## config.mk

```make
export PLATFORM = sky130hd
export DESIGN_NAME = bss_top
export DESIGN_NICKNAME = d
export VERILOG_FILES = /design/src/design/bss_pkg.sv /design/src/design/bss_boot_decode.sv /design/src/design/bss_top.sv
export SDC_FILE = /design/constraint.sdc
export NUM_CORES = 1
export LEC_CHECK = 0
export BUFFER_PORTS_ARGS = -buffer_cell sky130_fd_sc_hd__buf_2
export CORE_AREA = 8 8 210 212
export CTS_BUF_LIST = sky130_fd_sc_hd__clkbuf_2
export CTS_CLUSTER_DIAMETER = 120
export DETAILED_ROUTE_END_ITERATION = 8
export DIE_AREA = 0 0 218 220
export GPL_TIMING_DRIVEN = 0
export PLACE_DENSITY = 0.56
export SLEW_MARGIN = 10
export SYNTH_ARGS = -nofsm -noshare
export SYNTH_HDL_FRONTEND = slang
export SYNTH_SLANG_ARGS = --single-unit
export TNS_END_PERCENT = 100
```

## constraint.sdc

```tcl
create_clock -name clk_in -period 3.05 [get_ports clk_in]
set_input_delay 0.4575 -clock clk_in [delete_from_list [all_inputs] [get_ports clk_in]]
set_output_delay 0.4575 -clock clk_in [all_outputs]
set_load 0.02 [all_outputs]
```

## src/design/bss_pkg.sv

```systemverilog
package bss_pkg;

  // ----------------------------------------
  // Timing
  // ----------------------------------------
  localparam int CLK_PERIOD_NS = 4;
  localparam int WDG_RELOAD_NS = 1000;
  localparam int WDG_RELOAD_CYC = WDG_RELOAD_NS / CLK_PERIOD_NS;
  localparam int WDG_CNT_W = 8;

  // ----------------------------------------
  // Fuse field positions and codes
  // ----------------------------------------
  localparam int WDG_EN_BIT = 0;
  localparam int TEST_KILL_BIT = 20;
  localparam int BOOT_TAMP_BIT = 1;
  localparam int TAMP_W = 19;
  localparam int EXT_TAMP_W = 8;
  localparam int TAMP_SKIP_BIT = 17;
  localparam int FIELD_W = 4;
  localparam int REMAP_PORT_LSB = 21;
  localparam int REMAP_PIN_LSB = 25;
  localparam int FLASH_SEL_LSB = 5;
  localparam logic [31:0] LC_UNPROV_CODE = 32'h0000000F;
  localparam logic [31:0] LC_PROV_CODE = 32'h000001EF;
  localparam logic [3:0] FSEL_DEFAULT = 4'h0;
  localparam logic [3:0] FSEL_SD1 = 4'h1;
  localparam logic [3:0] FSEL_EMMC1 = 4'h2;
  localparam logic [3:0] FSEL_SNOR = 4'h3;
  localparam logic [3:0] FSEL_HYPER = 4'h5;
  localparam logic [3:0] FSEL_SD2 = 4'h7;
  localparam logic [3:0] FSEL_EMMC2 = 4'h8;
  // Default secondary pin location when the remap field is blank (arbitrary)
  localparam logic [3:0] SEC_PIN_PORT_DEF = 4'h0;
  localparam logic [3:0] SEC_PIN_INDEX_DEF = 4'h6;

  // ----------------------------------------
  // Vector table, attribution, firewall
  // ----------------------------------------
  localparam logic [1:0] VEC_SP_IDX = 2'h0;
  localparam logic [1:0] VEC_RESET_IDX = 2'h1;
  localparam int GRAN_LOG2 = 5;
  localparam int ATU_REGIONS = 8;
  localparam logic [31:0] ATU_BASE [ATU_REGIONS] = '{32'h08010000, 32'h18007C00,
    32'h20000000, 32'h24104000, 32'h30000000, 32'h34106000, 32'h40000000, 32'h60000000};
  localparam logic [31:0] ATU_LIMIT [ATU_REGIONS] = '{32'h0801FFFF, 32'h18007FFF,
    32'h24101FFF, 32'h2FFFFFFF, 32'h340FFFFF, 32'h3FFFFFFF, 32'h4FFFFFFF, 32'hFFFFFFFF};
  // Set bit: region is plain nonsecure; clear: secure, nonsecure-callable
  localparam logic [ATU_REGIONS-1:0] ATU_NS_MASK = 8'hCD;
  localparam int FW_REGIONS = 7;
  localparam logic [FW_REGIONS-1:0] FW_CLEAR = 7'h00;
  localparam logic [FW_REGIONS-1:0] FW_LOAD_MASK = 7'h00;
  localparam logic [FW_REGIONS-1:0] FW_AUTH_MASK = 7'h01;
  localparam logic [FW_REGIONS-1:0] FW_SEC_ONLY = 7'h7F;

  // ----------------------------------------
  // Types
  // ----------------------------------------
  typedef enum logic [2:0] {
    BSS_SRC_DEV, BSS_SRC_SERIAL, BSS_SRC_SD1, BSS_SRC_SD2,
    BSS_SRC_EMMC1, BSS_SRC_EMMC2, BSS_SRC_SNOR, BSS_SRC_HYPER
  } bss_src_t;

  typedef enum logic [1:0] {
    BSS_LC_OPEN, BSS_LC_UNPROV, BSS_LC_PROV, BSS_LC_INVALID
  } bss_lc_t;

  typedef struct packed {
    logic pin_reset_flag;
    logic power_on_reset_flag;
    logic brownout_reset_flag;
    logic software_reset_flag;
    logic window_watchdog_reset_flag;
    logic independent_watchdog_reset_flag;
    logic low_power_security_reset_flag;
  } bss_cause_t;

  typedef struct packed {
    logic lifecycle_unlocked_cfg;
    logic [31:0] security_control_fuse_word;
    logic [31:0] secure_boot_fuse_word;
    logic [31:0] boot_tamper_enable_fuse_word;
    logic [31:0] tamper_enable_fuse_word;
    logic [31:0] tamper_kind_fuse_word;
    logic [31:0] tamper_level_fuse_word;
    logic [31:0] boot_pin_remap_fuse;
    logic [31:0] flash_boot_select_fuse;
  } bss_fuse_t;

  typedef struct packed {
    logic [TAMP_W-1:0] enable;
    logic [TAMP_W-1:0] confirmed;
    logic [EXT_TAMP_W-1:0] active_high;
  } bss_tamper_cfg_t;

  typedef struct packed {
    logic atu_enable;
    logic mpu_keep;
    logic [FW_REGIONS-1:0] fw_secure_only;
    logic instruction_cache_enable;
    logic data_cache_enable;
  } bss_secpol_t;

  // ----------------------------------------
  // Functions
  // ----------------------------------------
  function automatic bss_lc_t lc_of(input bss_fuse_t f);
    lc_of = BSS_LC_INVALID;
    if (f.lifecycle_unlocked_cfg) begin
      lc_of = BSS_LC_OPEN;
      if (f.security_control_fuse_word[TEST_KILL_BIT]) begin
        if (f.secure_boot_fuse_word == LC_UNPROV_CODE) begin
          lc_of = BSS_LC_UNPROV;
        end else if (f.secure_boot_fuse_word == LC_PROV_CODE) begin
          lc_of = BSS_LC_PROV;
        end
      end
    end
  endfunction

  function automatic logic aligned(input logic [31:0] a);
    aligned = (a[GRAN_LOG2-1:0] == '0);
  endfunction

  function automatic logic atu_secure(input logic [31:0] a);
    atu_secure = 1'b1;
    for (int i = 0; i < ATU_REGIONS; i++) begin
      if (a[31:GRAN_LOG2] >= ATU_BASE[i][31:GRAN_LOG2] &&
          a[31:GRAN_LOG2] <= ATU_LIMIT[i][31:GRAN_LOG2] && ATU_NS_MASK[i]) begin
        atu_secure = 1'b0;
      end
    end
  endfunction

endpackage

```

## src/design/bss_boot_decode.sv

```systemverilog
`timescale 1ns/100ps
`default_nettype none
module bss_boot_decode (
  input wire logic [1:0] pin_status_in,
  input wire bss_pkg::bss_lc_t lifecycle_in,
  input wire logic [3:0] flash_sel_in,
  output bss_pkg::bss_src_t source_out,
  output logic valid_out
);
  import bss_pkg::*;

  always_comb begin
    source_out = BSS_SRC_SNOR;
    valid_out = 1'b1;
    if (pin_status_in[1] && lifecycle_in == BSS_LC_OPEN) begin
      source_out = BSS_SRC_DEV;
    end else if (pin_status_in[0]) begin
      source_out = BSS_SRC_SERIAL;
    end else begin
      case (flash_sel_in)
        FSEL_DEFAULT: source_out = BSS_SRC_SNOR;
        FSEL_SD1: source_out = BSS_SRC_SD1;
        FSEL_EMMC1: source_out = BSS_SRC_EMMC1;
        FSEL_SNOR: source_out = BSS_SRC_SNOR;
        FSEL_HYPER: source_out = BSS_SRC_HYPER;
        FSEL_SD2: source_out = BSS_SRC_SD2;
        FSEL_EMMC2: source_out = BSS_SRC_EMMC2;
        // Unlisted codes are an invalid scenario
        default: valid_out = 1'b0;
      endcase
    end
  end
endmodule
`default_nettype wire

```

## src/design/bss_top.sv

```systemverilog
// What this block does
// Fetch stack pointer from entry zero, then reset vector; missing handler means failure.
// Latch reset cause, request its clearing, only then evaluate cause bits.
// Exactly one of seven cause flags set classifies as system reset.
// Watchdog-enable fuse bit set: keep reloading the independent watchdog.
// Potential tamper unblocks crypto at start; withdrawn at handover or failure.
// Confirmed tamper: stop forever, load no image.
// Boot tamper enable bit gates tamper enables; internal tamper ten skipped.
// Kind word picks confirmed/potential; level word gives external active level.
// Unlocked config, test-kill bit, secure-boot word 0xF: locked unprovisioned.
// Same with secure-boot word 0x1EF: locked provisioned.
// Boot source codes zero to seven as listed.
// Development boot only when development-open; reopen debug, loop forever.
// Boot pins captured into two-bit status, bit 0 primary, bit 1 secondary.
// Remap fuse fields give secondary pin port and pin identifiers.
// Secondary pin checked first; clear or not permitted falls back to primary.
// Both pins clear: flash-select fuse field mapped to boot config.
// Dev boot clears attribution, protection, firewall, caches; loader keeps instruction_cache.
// Failure keeps attribution, firewall secure-only, caches off.
// Eight attribution regions, 32-byte grain, default secure, stricter wins.
// Execution only inside 32-byte aligned authenticated loader region.
// Seven firewall regions whose access changes with boot phase.
// Instruction_cache on early, data_cache during secure boot, cleaned at its end.
// Life-cycle settled before the boot source is decoded.
`timescale 1ns/100ps
`default_nettype none
module bss_top (
  input wire logic clk_in,
  input wire logic reset_in,
  output logic vec_req_out,
  output logic [1:0] vec_index_out,
  input wire logic [31:0] vec_data_in,
  input wire logic vec_valid_in,
  input wire logic exc_in,
  input wire logic exc_handler_ok_in,
  input wire bss_pkg::bss_cause_t hw_reset_cause_reg_in,
  output logic cause_clear_out,
  output logic system_reset_out,
  input wire logic [1:0] boot_pins_in,
  input wire bss_pkg::bss_fuse_t fuse_in,
  input wire logic potential_tamper_in,
  input wire logic confirmed_tamper_in,
  input wire logic [31:0] loader_start_in,
  input wire logic [31:0] loader_end_in,
  input wire logic image_ready_in,
  input wire logic image_ok_in,
  input wire logic [31:0] query_addr_in,
  input wire logic fixed_secure_in,
  output logic [31:0] main_stack_pointer_out,
  output logic [31:0] reset_entry_vector_out,
  output logic wdg_reload_out,
  output logic crypto_unblock_out,
  output bss_pkg::bss_tamper_cfg_t tamper_cfg_out,
  output bss_pkg::bss_lc_t lifecycle_out,
  output logic [1:0] boot_pin_status_out,
  output logic [3:0] sec_pin_port_out,
  output logic [3:0] sec_pin_index_out,
  output bss_pkg::bss_src_t boot_source_out,
  output bss_pkg::bss_secpol_t secpol_out,
  output logic data_cache_clean_out,
  output logic debug_reopen_out,
  output logic handover_out,
  output logic fail_out,
  output logic query_secure_out,
  output logic query_exec_out
);
  import bss_pkg::*;

  localparam int WDG_BOUND = WDG_RELOAD_CYC + 1;

  typedef enum logic [3:0] {
    S_FETCH_SP, S_FETCH_VEC, S_CAUSE_READ, S_CAUSE_CLEAR, S_CAUSE_EVAL,
    S_LIFECYCLE, S_TAMPER, S_DECODE, S_LOAD, S_HANDOVER,
    S_DEV_LOOP, S_TAMPER_LOOP, S_FAIL
  } bss_state_t;

  bss_state_t state_q;
  bss_cause_t cause_q;
  bss_src_t dec_src;
  logic dec_valid;
  logic [1:0] pin_meta_q, pin_sync_q;
  logic [WDG_CNT_W-1:0] wdg_cnt_q;
  logic [31:0] exec_base_q, exec_end_q;
  logic exec_set_q;
  logic exc_fatal, terminal, secure_boot, image_good;

  assign terminal = (state_q == S_FAIL) || (state_q == S_TAMPER_LOOP);
  assign exc_fatal = exc_in && !exc_handler_ok_in && !terminal;
  assign secure_boot = (lifecycle_out == BSS_LC_UNPROV) || (lifecycle_out == BSS_LC_PROV);
  assign image_good = image_ok_in && aligned(loader_start_in) && aligned(loader_end_in);

  bss_boot_decode u_decode (
    .pin_status_in(boot_pin_status_out),
    .lifecycle_in(lifecycle_out),
    .flash_sel_in(fuse_in.flash_boot_select_fuse[FLASH_SEL_LSB +: FIELD_W]),
    .source_out(dec_src),
    .valid_out(dec_valid)
  );

  // ----------------------------------------
  // Boot pin synchroniser
  // ----------------------------------------
  always_ff @(posedge clk_in) begin
    if (reset_in) begin
      pin_meta_q <= 2'h0;
      pin_sync_q <= 2'h0;
    end else begin
      pin_meta_q <= boot_pins_in;
      pin_sync_q <= pin_meta_q;
    end
  end

  // ----------------------------------------
  // Sequencer
  // ----------------------------------------
  always_ff @(posedge clk_in) begin
    if (reset_in) begin
      state_q <= S_FETCH_SP;
    end else if (exc_fatal) begin
      state_q <= S_FAIL;
    end else begin
      case (state_q)
        S_FETCH_SP: if (vec_valid_in) state_q <= S_FETCH_VEC;
        S_FETCH_VEC: begin
          if (vec_valid_in) begin
            // A blank reset entry counts as an undefined handler
            state_q <= (vec_data_in == '0) ? S_FAIL : S_CAUSE_READ;
          end
        end
        S_CAUSE_READ: state_q <= S_CAUSE_CLEAR;
        S_CAUSE_CLEAR: state_q <= S_CAUSE_EVAL;
        S_CAUSE_EVAL: state_q <= S_LIFECYCLE;
        S_LIFECYCLE: state_q <= S_TAMPER;
        S_TAMPER: state_q <= confirmed_tamper_in ? S_TAMPER_LOOP : S_DECODE;
        S_DECODE: begin
          if (!dec_valid || lifecycle_out == BSS_LC_INVALID) begin
            state_q <= S_FAIL;
          end else if (dec_src == BSS_SRC_DEV) begin
            state_q <= S_DEV_LOOP;
          end else begin
            state_q <= S_LOAD;
          end
        end
        S_LOAD: if (image_ready_in) state_q <= image_good ? S_HANDOVER : S_FAIL;
        default: state_q <= state_q;
      endcase
    end
  end

  // ----------------------------------------
  // Vector fetch
  // ----------------------------------------
  always_ff @(posedge clk_in) begin
    if (reset_in) begin
      vec_req_out <= 1'b0;
      vec_index_out <= VEC_SP_IDX;
      main_stack_pointer_out <= '0;
      reset_entry_vector_out <= '0;
    end else begin
      vec_req_out <= !vec_valid_in && !exc_fatal &&
                     (state_q == S_FETCH_SP || state_q == S_FETCH_VEC);
      vec_index_out <= (state_q == S_FETCH_SP && !vec_valid_in) ? VEC_SP_IDX : VEC_RESET_IDX;
      if (vec_valid_in && state_q == S_FETCH_SP) main_stack_pointer_out <= vec_data_in;
      if (vec_valid_in && state_q == S_FETCH_VEC) reset_entry_vector_out <= vec_data_in;
    end
  end

  // ----------------------------------------
  // Reset cause, pins, life cycle
  // ----------------------------------------
  always_ff @(posedge clk_in) begin
    if (reset_in) begin
      cause_q <= '0;
      cause_clear_out <= 1'b0;
      system_reset_out <= 1'b0;
      boot_pin_status_out <= 2'h0;
      lifecycle_out <= BSS_LC_INVALID;
    end else begin
      cause_clear_out <= (state_q == S_CAUSE_CLEAR);
      if (state_q == S_CAUSE_READ) begin
        cause_q <= hw_reset_cause_reg_in;
        boot_pin_status_out <= pin_sync_q;
      end
      if (state_q == S_CAUSE_EVAL) system_reset_out <= $onehot(cause_q);
      if (state_q == S_LIFECYCLE) lifecycle_out <= lc_of(fuse_in);
    end
  end

  // ----------------------------------------
  // Watchdog and tamper handling
  // ----------------------------------------
  always_ff @(posedge clk_in) begin
    if (reset_in) begin
      wdg_cnt_q <= '0;
      wdg_reload_out <= 1'b0;
    end else begin
      // Loops still reload: a silent watchdog would restart a halted device
      wdg_reload_out <= 1'b0;
      if (fuse_in.security_control_fuse_word[WDG_EN_BIT] && state_q != S_HANDOVER) begin
        if (wdg_cnt_q == WDG_CNT_W'(WDG_RELOAD_CYC - 1)) begin
          wdg_cnt_q <= '0;
          wdg_reload_out <= 1'b1;
        end else begin
          wdg_cnt_q <= wdg_cnt_q + 1'b1;
        end
      end else begin
        wdg_cnt_q <= '0;
      end
    end
  end

  always_ff @(posedge clk_in) begin
    if (reset_in) begin
      crypto_unblock_out <= 1'b0;
      tamper_cfg_out <= '0;
    end else begin
      if (state_q == S_TAMPER && potential_tamper_in && !confirmed_tamper_in) begin
        crypto_unblock_out <= 1'b1;
      end
      if (state_q == S_HANDOVER || state_q == S_FAIL || exc_fatal) begin
        crypto_unblock_out <= 1'b0;
      end
      if (state_q == S_TAMPER && fuse_in.boot_tamper_enable_fuse_word[BOOT_TAMP_BIT]) begin
        tamper_cfg_out.enable <= fuse_in.tamper_enable_fuse_word[TAMP_W-1:0] &
                                 ~(TAMP_W'(1) << TAMP_SKIP_BIT);
        tamper_cfg_out.confirmed <= fuse_in.tamper_kind_fuse_word[TAMP_W-1:0];
        tamper_cfg_out.active_high <= fuse_in.tamper_level_fuse_word[EXT_TAMP_W-1:0];
      end
    end
  end

  // ----------------------------------------
  // Boot source and scenario outputs
  // ----------------------------------------
  always_ff @(posedge clk_in) begin
    if (reset_in) begin
      boot_source_out <= BSS_SRC_DEV;
      sec_pin_port_out <= SEC_PIN_PORT_DEF;
      sec_pin_index_out <= SEC_PIN_INDEX_DEF;
      debug_reopen_out <= 1'b0;
      handover_out <= 1'b0;
      fail_out <= 1'b0;
    end else begin
      if (fuse_in.boot_pin_remap_fuse[REMAP_PORT_LSB +: 2 * FIELD_W] != '0) begin
        sec_pin_port_out <= fuse_in.boot_pin_remap_fuse[REMAP_PORT_LSB +: FIELD_W];
        sec_pin_index_out <= fuse_in.boot_pin_remap_fuse[REMAP_PIN_LSB +: FIELD_W];
      end
      if (state_q == S_DECODE && dec_valid) boot_source_out <= dec_src;
      debug_reopen_out <= (state_q == S_DEV_LOOP);
      handover_out <= (state_q == S_HANDOVER);
      fail_out <= (state_q == S_FAIL);
    end
  end

  // ----------------------------------------
  // Security policy and caches
  // ----------------------------------------
  always_ff @(posedge clk_in) begin
    if (reset_in) begin
      secpol_out <= '{atu_enable: 1'b1, mpu_keep: 1'b1, fw_secure_only: FW_LOAD_MASK,
                      instruction_cache_enable: 1'b0, data_cache_enable: 1'b0};
      data_cache_clean_out <= 1'b0;
    end else begin
      data_cache_clean_out <= 1'b0;
      if (state_q == S_FAIL) begin
        secpol_out.fw_secure_only <= FW_SEC_ONLY;
        secpol_out.instruction_cache_enable <= 1'b0;
        if (secure_boot) secpol_out.data_cache_enable <= 1'b0;
      end else if (state_q == S_LIFECYCLE) begin
        secpol_out.instruction_cache_enable <= 1'b1;
      end else if (state_q == S_DEV_LOOP) begin
        secpol_out <= '{atu_enable: 1'b0, mpu_keep: 1'b0, fw_secure_only: FW_CLEAR,
                        instruction_cache_enable: 1'b0, data_cache_enable: 1'b0};
      end else if (state_q == S_DECODE && dec_valid && dec_src != BSS_SRC_DEV) begin
        secpol_out.data_cache_enable <= secure_boot;
        secpol_out.fw_secure_only <= secure_boot ? FW_AUTH_MASK : FW_LOAD_MASK;
      end else if (state_q == S_LOAD && image_ready_in && image_good) begin
        secpol_out <= '{atu_enable: 1'b0, mpu_keep: 1'b0, fw_secure_only: FW_CLEAR,
                        instruction_cache_enable: 1'b1, data_cache_enable: 1'b0};
        data_cache_clean_out <= secpol_out.data_cache_enable;
      end
    end
  end

  // ----------------------------------------
  // Attribution and execution lookup
  // ----------------------------------------
  always_ff @(posedge clk_in) begin
    if (reset_in) begin
      exec_set_q <= 1'b0;
      exec_base_q <= '0;
      exec_end_q <= '0;
      query_secure_out <= 1'b1;
      query_exec_out <= 1'b0;
    end else begin
      if (state_q == S_LOAD && image_ready_in && image_good) begin
        exec_set_q <= 1'b1;
        exec_base_q <= loader_start_in;
        exec_end_q <= loader_end_in;
      end
      // Either unit marking secure makes the address secure
      query_secure_out <= fixed_secure_in ||
                          (secpol_out.atu_enable && atu_secure(query_addr_in));
      query_exec_out <= exec_set_q && query_addr_in >= exec_base_q &&
                        query_addr_in < exec_end_q;
    end
  end
endmodule
`default_nettype wire

```

==> impl_metrics.toml, run 1 <==
[grt]
grt_use_met1_pct = 19.9
grt_max_degree = 13
grt_pass1_vias = 12202
gr-usage-met3_pct = 7.57
top_usage_layer = "met2"
gr-total-overflow = 0
antenna_found_initial = 7
grt_use_total_pct = 17.7
use_met2_pct = 29.8
grt_first_pass_wirelength_mm = 66.5

[cts]
cts_resized = 0
insertion_delay_ns = 0.93
max-clock-path-buffers = 3
clock_sinks = 229
cts_hold_buf = 178
path_clk_slew_ns = 0.10
cts_tree = "built"
cts_setup_buffers = 0
ctsHtreeMaxLevel = 3
cts_inserted_buffers = 72
clock-root-buffer = "clkbuf_2"

[routing]
first_iter_violations = 609
first_pass_iters = 5
remaining_drc_errors = 0
vias = 11617
wl_per_cell_um = 17.3
avgViaCountPerCell = 4.59
wirelength_mm = 43.8
postRouteAntennaNets = 0

[outcome]
run_status = "completed"

[place]
pre_cts_ws_ns = 0.280
io_buffers = 385
dp_hpwl_mm = 33.2
post_dp_cell_area_mm2 = 0.0128
placedCellCount = 2227
place_congestion = 0.866

[final_layout]
stdcell_area_mm2 = 0.0153
finalNetCount = 2422
drive_gt1_share_pct = 26.8
final_core_util_pct = 37.6
multiInputGateArea_mm2 = 0.00497
fin_cells = 2533
final-seq-area_mm2 = 0.00458
synthToLayoutAreaGrowth_pct = 49.3
fill_cells = 4259

[pwr]
switching_share_pct = 32.9
intPower_mw = 4.62
p_sw_mw = 2.26
pwr-share-clk_pct = 35.8
finalPower_mw = 6.88
p_leak_nw = 6.50
pwr-share-seq_pct = 45.7
vdd_drop_max_mv = 0.273
comb_power_share_pct = 18.5
powerDensity_mw_per_mm2 = 451

[floorplan]
fp-row-count = 74
core-area_mm2 = 0.0406
ios = 553
start_util_pct = 25.2
fp.dieH_um = 220
die-area_mm2 = 0.0480
die_w_um = 218

[hold_path]
hold_path_end = "tamper_cfg_out[28]$_SDFFE_PP0P_"
hold_depth = 5
hold_start = "fuse_in[161]"
hp-class = "input port to flop"

[sta]
finalCritPeriodShare_pct = 92.1
slew_headroom_pct = 42.1
hold_viol_final = 0
whs_ns = 0.119
rsz0062_at_grt = "no"
min_period_ns = 2.81
report.final.slew_viol_count = 0
setup_tns_ns = 0
worst_pin_slew_ns = 0.869
setup_viol = 0
max_freq_mhz = 356
clock_skew_ns = 0.0870
fin_ws_ns = 0.240

[setup_path]
max_stage_delay_ns = 0.53
worstPathMaxFanout = 2
cp_num_cells = 10
cp_top_family = "adder cells"
worstPathCellList = "fa_1 > inv_1 > fa_1 > inv_1 > fa_1 > inv_1 > fa_1 > and3_1 > nand3_1 > a21oi_1"
critPathBufInv = 3
critPathRequiredTime_ns = 3.82
reg2reg_from = "cause_q[0]$_SDFFE_PP0P_"
worstSetupPathType = "flop to flop"
worst_setup_path_end_kind = "flop"
crit_slowest_cell = "fa_1"
r2r_cells = 10
crit_path_start_kind = "flop"
crit_path_frequent_cell = "fa_1"
cp.arrival_ns = 3.58
r2r_setup_slack_ns = 0.24
r2r_end = "system_reset_out$_SDFFE_PP0P_"

[synth]
async_flop_share_pct = 0
synthFlopType = "dfxtp_1"
synthCells = 1309
syn_area_per_cell_um2 = 7.81
ys_types = 55
synth.cell_area_mm2 = 0.0102
synth-seq-area-share_pct = 44.8
synth_top_area_cell = "dfxtp_1"
synth-edff-count = 0
yosys_register_bits = 229
synth_top_area_share_pct = 44.8
netlist_top_cells_area = "dfxtp_1 (45%), nand2_1 (14%), a21oi_1 (11%)"
yosysWarnings = 0

[flow_run]
drv_cap = 0
-- flip-flops by register name (all words and copies together) (netlist names), 5 cells and up --
register                count
cause_q                     7
wdg_cnt_q                   8
reset_entry_vector_out     32
exec_base_q                32
exec_end_q                 32
secpol_out                  5
tamper_cfg_out             45
main_stack_pointer_out     32
-- logic make-up after synthesis --
group	count (synthesis)	synth area share, %
other cells	1	0.0367
xor+xnor	8	0.685
simple gates	553	23.2
flops	229	44.8
compound gates	291	15.7
fa+ha+maj	71	8.98
buf+inv	156	6.57
-- worst register-to-register path, cell delays in order (launching register included) --
cell and delay, ns:
dfxtp_1 0.34, fa_1 0.53, inv_1 0.05, fa_1 0.48, inv_1 0.05, fa_1 0.36, inv_1 0.07, fa_1 0.40
and3_1 0.18, nand3_1 0.08, a21oi_1 0.08
-- cell usage after synthesis, types with 7 or more instances --
| cell type | count |
|---|---|
| buf_2 | 18 |
| o21ai_0 | 26 |
| nand4_1 | 15 |
| nand3_1 | 19 |
| nor3_1 | 22 |
| clkbuf_1 | 47 |
| buf_4 | 9 |
| dfxtp_1 | 229 |
| nor2_1 | 47 |
| nor2b_1 | 12 |
| and3_1 | 7 |
| nor4_1 | 19 |
| nand2_1 | 379 |
| inv_1 | 79 |
| ha_1 | 67 |
| a211oi_1 | 8 |
| a21oi_1 | 218 |
| nand2b_1 | 9 |
-- cells in the final DEF (no fill, tap or decap), types with 5 or more instances in the layout --
master         count
nor2b_1           12
inv_1             79
buf_4              9
clkinv_1          10
nand3_1           19
clkbuf_1          47
nand2b_1           9
xnor2_1            5
nor3_1            22
and3_1             7
clkinv_2           6
nor4_1            19
clkbuf_2         100
buf_2            403
ha_1              67
nand4_1           15
nor2_1            47
dfxtp_1          229
o21ai_0           26
dlygate4sd3_1    178
nand2_1          379
diode_2            5
a21oi_1          218
a211oi_1           8
or4_1              6
-- area by class of cell --
| class | count | area share (%) |
|---|---|---|
| Tap cell | 532 | 4.36 |
| Sequential cell | 229 | 30.0 |
| Multi-Input combinational cell | 925 | 32.6 |
| Buffer | 77 | 2.46 |
| Clock buffer | 100 | 3.28 |
| Antenna cell | 5 | 0.0820 |
| Timing Repair Buffer | 563 | 24.3 |
| Inverter | 79 | 1.94 |
| Clock inverter | 23 | 0.951 |
-- power by group through the flow --
stage | logic (mW) | clock network, mW | registers (mW)
3_3_place_gp | 1.07 | 0 | 3.21
2_1_floorplan | 0.475 | 0 | 3.32
5_1_grt | 1.40 | 2.75 | 3.16
3_5_place_dp | 1.08 | 0 | 3.22
4_1_cts | 1.27 | 2.57 | 3.15
6_report | 1.27 | 2.47 | 3.15
-- per-layer routing --
layer	vias up	routed length, um
li1	5695	-
met1	5328	17600
met2	497	20300
met3	91	4620
met4	6	1140
met5	-	36
-- worst max path at each step --
| stage | startpoint | endpoint |
|---|---|---|
| after floorplan | cause_q[0]$_SDFFE_PP0P_ | system_reset_out$_SDFFE_PP0P_ |
| after global routing | cause_q[0]$_SDFFE_PP0P_ | system_reset_out$_SDFFE_PP0P_ |
| final | cause_q[0]$_SDFFE_PP0P_ | system_reset_out$_SDFFE_PP0P_ |
| after global placement | cause_q[0]$_SDFFE_PP0P_ | system_reset_out$_SDFFE_PP0P_ |
| after detailed placement | cause_q[0]$_SDFFE_PP0P_ | system_reset_out$_SDFFE_PP0P_ |
| after CTS | cause_q[0]$_SDFFE_PP0P_ | system_reset_out$_SDFFE_PP0P_ |
Note: power is estimated with default switching activity, not from simulation.
==> inputs of run 2 (changes only) <==
--- a/config.mk
+++ b/config.mk
@@ -6,11 +6,11 @@
 export NUM_CORES = 1
 export LEC_CHECK = 0
 export BUFFER_PORTS_ARGS = -buffer_cell sky130_fd_sc_hd__buf_2
-export CORE_AREA = 8 8 210 212
+export CORE_AREA = 8 8 211 213
 export CTS_BUF_LIST = sky130_fd_sc_hd__clkbuf_2
 export CTS_CLUSTER_DIAMETER = 120
 export DETAILED_ROUTE_END_ITERATION = 8
-export DIE_AREA = 0 0 218 220
+export DIE_AREA = 0 0 219 221
 export GPL_TIMING_DRIVEN = 0
 export PLACE_DENSITY = 0.56
 export SLEW_MARGIN = 10
==> run 2 against run 1 <==
Net effect: first-iteration DRC count down 15%; die area up 0.92%; fmax up 4.3%; core utilization down 0.75 points.
==> impl_metrics.toml, run 2 (synthesized netlist as in run 1, its figures left out) <==
[floorplan]
ios = 553
die_w_um = 219
fp.dieH_um = 221
start_util_pct = 24.8
die-area_mm2 = 0.0484
fp-row-count = 75
core-area_mm2 = 0.0413

[routing]
avgViaCountPerCell = 4.55
remaining_drc_errors = 0
postRouteAntennaNets = 0
vias = 11520
wl_per_cell_um = 17.3
first_iter_violations = 519
first_pass_iters = 5
wirelength_mm = 43.9

[pwr]
powerDensity_mw_per_mm2 = 449
p_leak_nw = 6.46
vdd_drop_max_mv = 0.341
finalPower_mw = 6.84

[setup_path]
critPathBufInv = 3
worst_setup_path_end_kind = "flop"
r2r_end = "system_reset_out$_SDFFE_PP0P_"
cp_top_family = "adder cells"
worstPathCellList = "fa_1 > inv_1 > fa_1 > inv_1 > fa_1 > inv_1 > fa_1 > and3_1 > nand3_1 > a21oi_1"
cp.arrival_ns = 3.38
r2r_cells = 10
crit_path_frequent_cell = "fa_1"
critPathRequiredTime_ns = 3.74
reg2reg_from = "cause_q[0]$_SDFFE_PP0P_"
worstPathMaxFanout = 2
max_stage_delay_ns = 0.53
crit_path_start_kind = "flop"
worstSetupPathType = "flop to flop"
crit_slowest_cell = "fa_1"
r2r_setup_slack_ns = 0.36

[sta]
max_freq_mhz = 371
min_period_ns = 2.69
clock_skew_ns = 0.0716
finalCritPeriodShare_pct = 88.3
setup_tns_ns = 0
report.final.slew_viol_count = 0
setup_viol = 0
slew_headroom_pct = 44.1
fin_ws_ns = 0.356
worst_pin_slew_ns = 0.839
rsz0062_at_grt = "no"
hold_viol_final = 0

[final_layout]
finalNetCount = 2419
drive_gt1_share_pct = 26.5
largest-register = "tamper_cfg_out"
most-common-layout-cells = "buf_2 (403), nand2_1 (379), dfxtp_1 (229), a21oi_1 (218), dlygate4sd3_1 (177)"
synthToLayoutAreaGrowth_pct = 49.0
stdcell_area_mm2 = 0.0152
final_core_util_pct = 36.9
final-seq-area_mm2 = 0.00458
multiInputGateArea_mm2 = 0.00497
largest_reg_flops = 45
final_common_cell = "buf_2"
fill_cells = 4331

[place]
io_buffers = 385
dp_hpwl_mm = 33.5
pre_cts_ws_ns = 0.332
place_congestion = 0.840
post_dp_cell_area_mm2 = 0.0128

[grt]
gr-total-overflow = 0
grt_pass1_vias = 12245
grt_use_total_pct = 17.6
antenna_found_initial = 7
grt_max_degree = 11
grt_first_pass_wirelength_mm = 66.9

[hold_path]
hold_depth = 4
hold_start = "fuse_in[197]"
hp-class = "input port to flop"
hold_path_end = "lifecycle_out[1]$_SDFFE_PP1P_"

[cts]
max-clock-path-buffers = 3
cts_inserted_buffers = 70
clock-root-buffer = "clkbuf_2"
ctsHtreeMaxLevel = 3
insertion_delay_ns = 0.89
path_clk_slew_ns = 0.11
clock_sinks = 229
cts_setup_buffers = 0
cts_tree = "built"

[flow_run]
drv_cap = 0

[outcome]
run_status = "completed"
## run 2: cell types whose count changed in the layout (fill, tap and decap cells not counted), sizes merged
cell and change:
clkbuf -4, clkinvlp +2, bufinv +1, inv -1, dlygate4sd3 -1, clkinv -6
## run 2: layer usage
layer | vias up | global-route usage [%] | wire length, um
met4 | 4 | 9.17 | 1960
met3 | 115 | 6.83 | 4200
met5 | - | 0 | 17
met1 | 5251 | 19.5 | 17700
met2 | 458 | 29.0 | 20000
li1 | 5692 | - | -
## run 2: layout make-up
type | instances | area share [%]
antenna | 5 | 0.0822
clock buffer | 96 | 3.16
timing repair buffer | 562 | 24.3
sequential | 229 | 30.1
multi-input combinational | 925 | 32.6
clock inverter | 19 | 0.887
tap | 539 | 4.43
inverter | 79 | 1.95
buffer | 77 | 2.46
## run 2: timing repair
item | CTS | global route
gates resized for setup | 0 | 0
hold buffers | 177 | 0
endpoints found under the hold margin | 210 | 0
## run 2: how the worst max path moves through the flow
stage | start | to | slack [ns] | cells after the start
2_1_floorplan | cause_q[0]$_SDFFE_PP0P_ | system_reset_out$_SDFFE_PP0P_ | 0.46 | 10
3_3_place_gp | cause_q[0]$_SDFFE_PP0P_ | system_reset_out$_SDFFE_PP0P_ | 0.35 | 10
3_5_place_dp | cause_q[0]$_SDFFE_PP0P_ | system_reset_out$_SDFFE_PP0P_ | 0.33 | 10
4_1_cts | cause_q[0]$_SDFFE_PP0P_ | system_reset_out$_SDFFE_PP0P_ | 0.33 | 10
5_1_grt | cause_q[0]$_SDFFE_PP0P_ | system_reset_out$_SDFFE_PP0P_ | 0.21 | 10
6_report | cause_q[0]$_SDFFE_PP0P_ | system_reset_out$_SDFFE_PP0P_ | 0.36 | 10
## run 2: worst reg2reg max path, delay by kind of cell, from the launching register on
family | cells | cell delay (ns)
compound gates | 1 | 0.06
fa+ha+maj | 4 | 1.75
buf+inv | 3 | 0.17
flops | 1 | 0.33
simple gates | 2 | 0.24
## run 2: power by group
| group | switching (mW) | internal, mW |
|---|---|---|
| clock network | 1.41 | 1.01 |
| registers | 0.0564 | 3.09 |
| logic | 0.730 | 0.536 |
## run 2: stage by stage
stage,instances,hold WS [ns]
finish,2531,0.137
global route,2531,0.0601
CTS,2526,0.0129
detailed placement,2234,0.427
global placement,2234,0.425
floorplan,1310,0.414
==> inputs of run 3 (changes only) <==
--- a/config.mk
+++ b/config.mk
@@ -16,5 +16,6 @@
 export SLEW_MARGIN = 10
 export SYNTH_ARGS = -nofsm -noshare
 export SYNTH_HDL_FRONTEND = slang
+export SYNTH_HIERARCHICAL = 1
 export SYNTH_SLANG_ARGS = --single-unit
 export TNS_END_PERCENT = 100
==> run 3 against run 2 <==
Net effect: synthesized cell count fell by 1.1%; hold slack got worse by 0.023 ns; clock power fell by 14%; synthesized area fell by 0.58%; critical path type unchanged; register-to-register slack got worse by 0.07 ns; final area fell by 0.42%; flip-flop and latch count did not move; via count fell by 1.5%.
==> impl_metrics.toml, run 3 <==
[synth]
synth-seq-area-share_pct = 45.1
yosysWarnings = 6
ys_types = 59
yosys-top-cells-count = "nand2_1 (375), dfxtp_1 (229), a21oi_1 (208)"
synth_top_area_cell = "dfxtp_1"
synth_top_area_share_pct = 45.1
async_flop_share_pct = 0
synthCells = 1295
synth.cell_area_mm2 = 0.0102
yosysMostFrequentCell = "nand2_1"
syn_area_per_cell_um2 = 7.85
yosys_register_bits = 229
netlist_top_cells_area = "dfxtp_1 (45%), nand2_1 (14%), a21oi_1 (10%)"
synthFlopType = "dfxtp_1"
synth-edff-count = 0

[sta]
setup_viol = 0
min_period_ns = 2.76
clock_skew_ns = 0.0852
slew_headroom_pct = 24.0
worst_pin_slew_ns = 1.14
finalCritPeriodShare_pct = 90.5
hold_viol_final = 0
rsz0062_at_grt = "no"
report.final.slew_viol_count = 0
max_freq_mhz = 362

[setup_path]
r2r_end = "reset_entry_vector_out[0]$_SDFFE_PP0P_"
cp.arrival_ns = 3.70
worstPathMaxFanout = 9
r2r_setup_slack_ns = 0.29
crit_path_start_kind = "flop"
critPathRequiredTime_ns = 3.99
reg2reg_from = "state_q[1]$_SDFFE_PP0P_"
worst_setup_path_end_kind = "flop"
crit_path_end = "reset_entry_vector_out[0]$_SDFFE_PP0P_"
worstSetupPathType = "flop to flop"
r2r_cells = 8
crit_start = "state_q[1]$_SDFFE_PP0P_"

[grt]
grt_first_pass_wirelength_mm = 65.5
grt_pass1_vias = 11867
grt_use_total_pct = 17.0
antenna_found_initial = 10
grt_max_degree = 17
gr-total-overflow = 0

[cts]
clock-root-buffer = "clkbuf_2"
cts_inserted_buffers = 61
insertion_delay_ns = 0.99
ctsHtreeMaxLevel = 2
path_clk_slew_ns = 0.11
clock_sinks = 229
max-clock-path-buffers = 3
cts_tree = "built"
cts_setup_buffers = 0

[pwr]
powerDensity_mw_per_mm2 = 421
p_leak_nw = 6.44
finalPower_mw = 6.38
vdd_drop_max_mv = 0.283

[routing]
first_iter_violations = 479
first_pass_iters = 5
wirelength_mm = 42.3
postRouteAntennaNets = 0
wl_per_cell_um = 16.8
remaining_drc_errors = 0
vias = 11352
avgViaCountPerCell = 4.51

[flow_run]
drv_cap = 0

[final_layout]
largest-register = "tamper_cfg_out"
drive_gt1_share_pct = 26.3
largest_reg_flops = 45
final_common_cell = "buf_2"
synthToLayoutAreaGrowth_pct = 49.2
fin_cells = 2517
stdcell_area_mm2 = 0.0152
finalNetCount = 2404
most-common-layout-cells = "buf_2 (401), nand2_1 (375), dfxtp_1 (229), a21oi_1 (208), dlygate4sd3_1 (185)"
fill_cells = 4320

[place]
dp_hpwl_mm = 32.2
placedCellCount = 2221
post_dp_cell_area_mm2 = 0.0128
io_buffers = 386
place_congestion = 0.864

[floorplan]
die-area_mm2 = 0.0484
ios = 553
die_w_um = 219
fp.dieH_um = 221
fp-row-count = 75
core-area_mm2 = 0.0413
start_util_pct = 24.6

[outcome]
run_status = "completed"

[hold_path]
hp-class = "input port to flop"
hold_start = "fuse_in[161]"
[run 3: worst min path at each step]
stage                                                  to  cells past startpoint  slack (ns)
after global routing      tamper_cfg_out[34]$_SDFFE_PP0P_                      5      -0.003
final                     tamper_cfg_out[34]$_SDFFE_PP0P_                      5        0.11
after floorplan                  pin_sync_q[0]$_SDFF_PP0_                      1        0.41
after CTS                 tamper_cfg_out[34]$_SDFFE_PP0P_                      5        0.02
after global placement           pin_sync_q[1]$_SDFF_PP0_                      1        0.42
after detailed placement         pin_sync_q[0]$_SDFF_PP0_                      1        0.42
[run 3: cell type report]
| cell class | count | area (um^2) | area share (%) |
|---|---|---|---|
| buffer | 79 | 373 | 2.46 |
| timing repair buffer | 571 | 3780 | 25.0 |
| antenna | 7 | 17.5 | 0.116 |
| multi-input combinational | 913 | 4930 | 32.5 |
| clock inverter | 10 | 47.5 | 0.314 |
| tap | 539 | 674 | 4.45 |
| sequential | 229 | 4580 | 30.2 |
| clock buffer | 94 | 470 | 3.10 |
| inverter | 75 | 282 | 1.86 |
[run 3: cell families after synthesis]
family / count (synthesis) / share of synthesized area (%)
compound gates: 276 / 15.0
xor+xnor: 9 / 0.775
fa+ha+maj: 70 / 8.91
buf+inv: 154 / 6.44
flops: 229 / 45.1
mux: 3 / 0.295
other cells: 1 / 0.0369
simple gates: 553 / 23.5
[run 3: what timing repair did]
action | in CTS | in global routing
endpoints found under the hold margin | 208 | 0
resized for setup | 0 | 1
hold buffers | 185 | 0
setup endpoints to repair | 0 | 1
[run 3: critical path: stages (launching register included)]
cell and delay (ns):
dfxtp_1 0.31, buf_2 0.16, nor2_1 0.46, nand2_1 0.21
nor2_2 0.25, nand2_1 0.07, dlygate4sd3_1 0.55, a21oi_1 0.13
dlygate4sd3_1 0.57
[run 3: metal layers]
metal | routed length (um) | share of wire [%] | GRT usage [%] | vias to the layer above
li1 | - | - | - | 5638
met1 | 17300 | 41 | 20.0 | 5209
met2 | 19600 | 46 | 28.1 | 407
met3 | 4040 | 9.6 | 6.38 | 94
met4 | 1250 | 3.0 | 5.92 | 4
met5 | 27 | 0.064 | 0 | -
[run 3: where the power goes]
part	switching, mW	internal (mW)
Sequential	0.0504	3.08
Combinational	0.643	0.507
Clock	1.30	0.807
[run 3: metrics by stage]
stage / hold WS [ns] / worst slack [ns] / utilization (%) / TNS [ns]
3_3_place_gp: 0.421 / -0.313 / 30.9 / -8.86
5_1_grt: -0.00262 / 0.0877 / 36.7 / 0
4_1_cts: 0.0159 / 0.168 / 36.7 / 0
6_report: 0.114 / 0.290 / 36.7 / 0
3_5_place_dp: 0.424 / -0.318 / 30.9 / -8.91
2_1_floorplan: 0.414 / 0.456 / - / 0
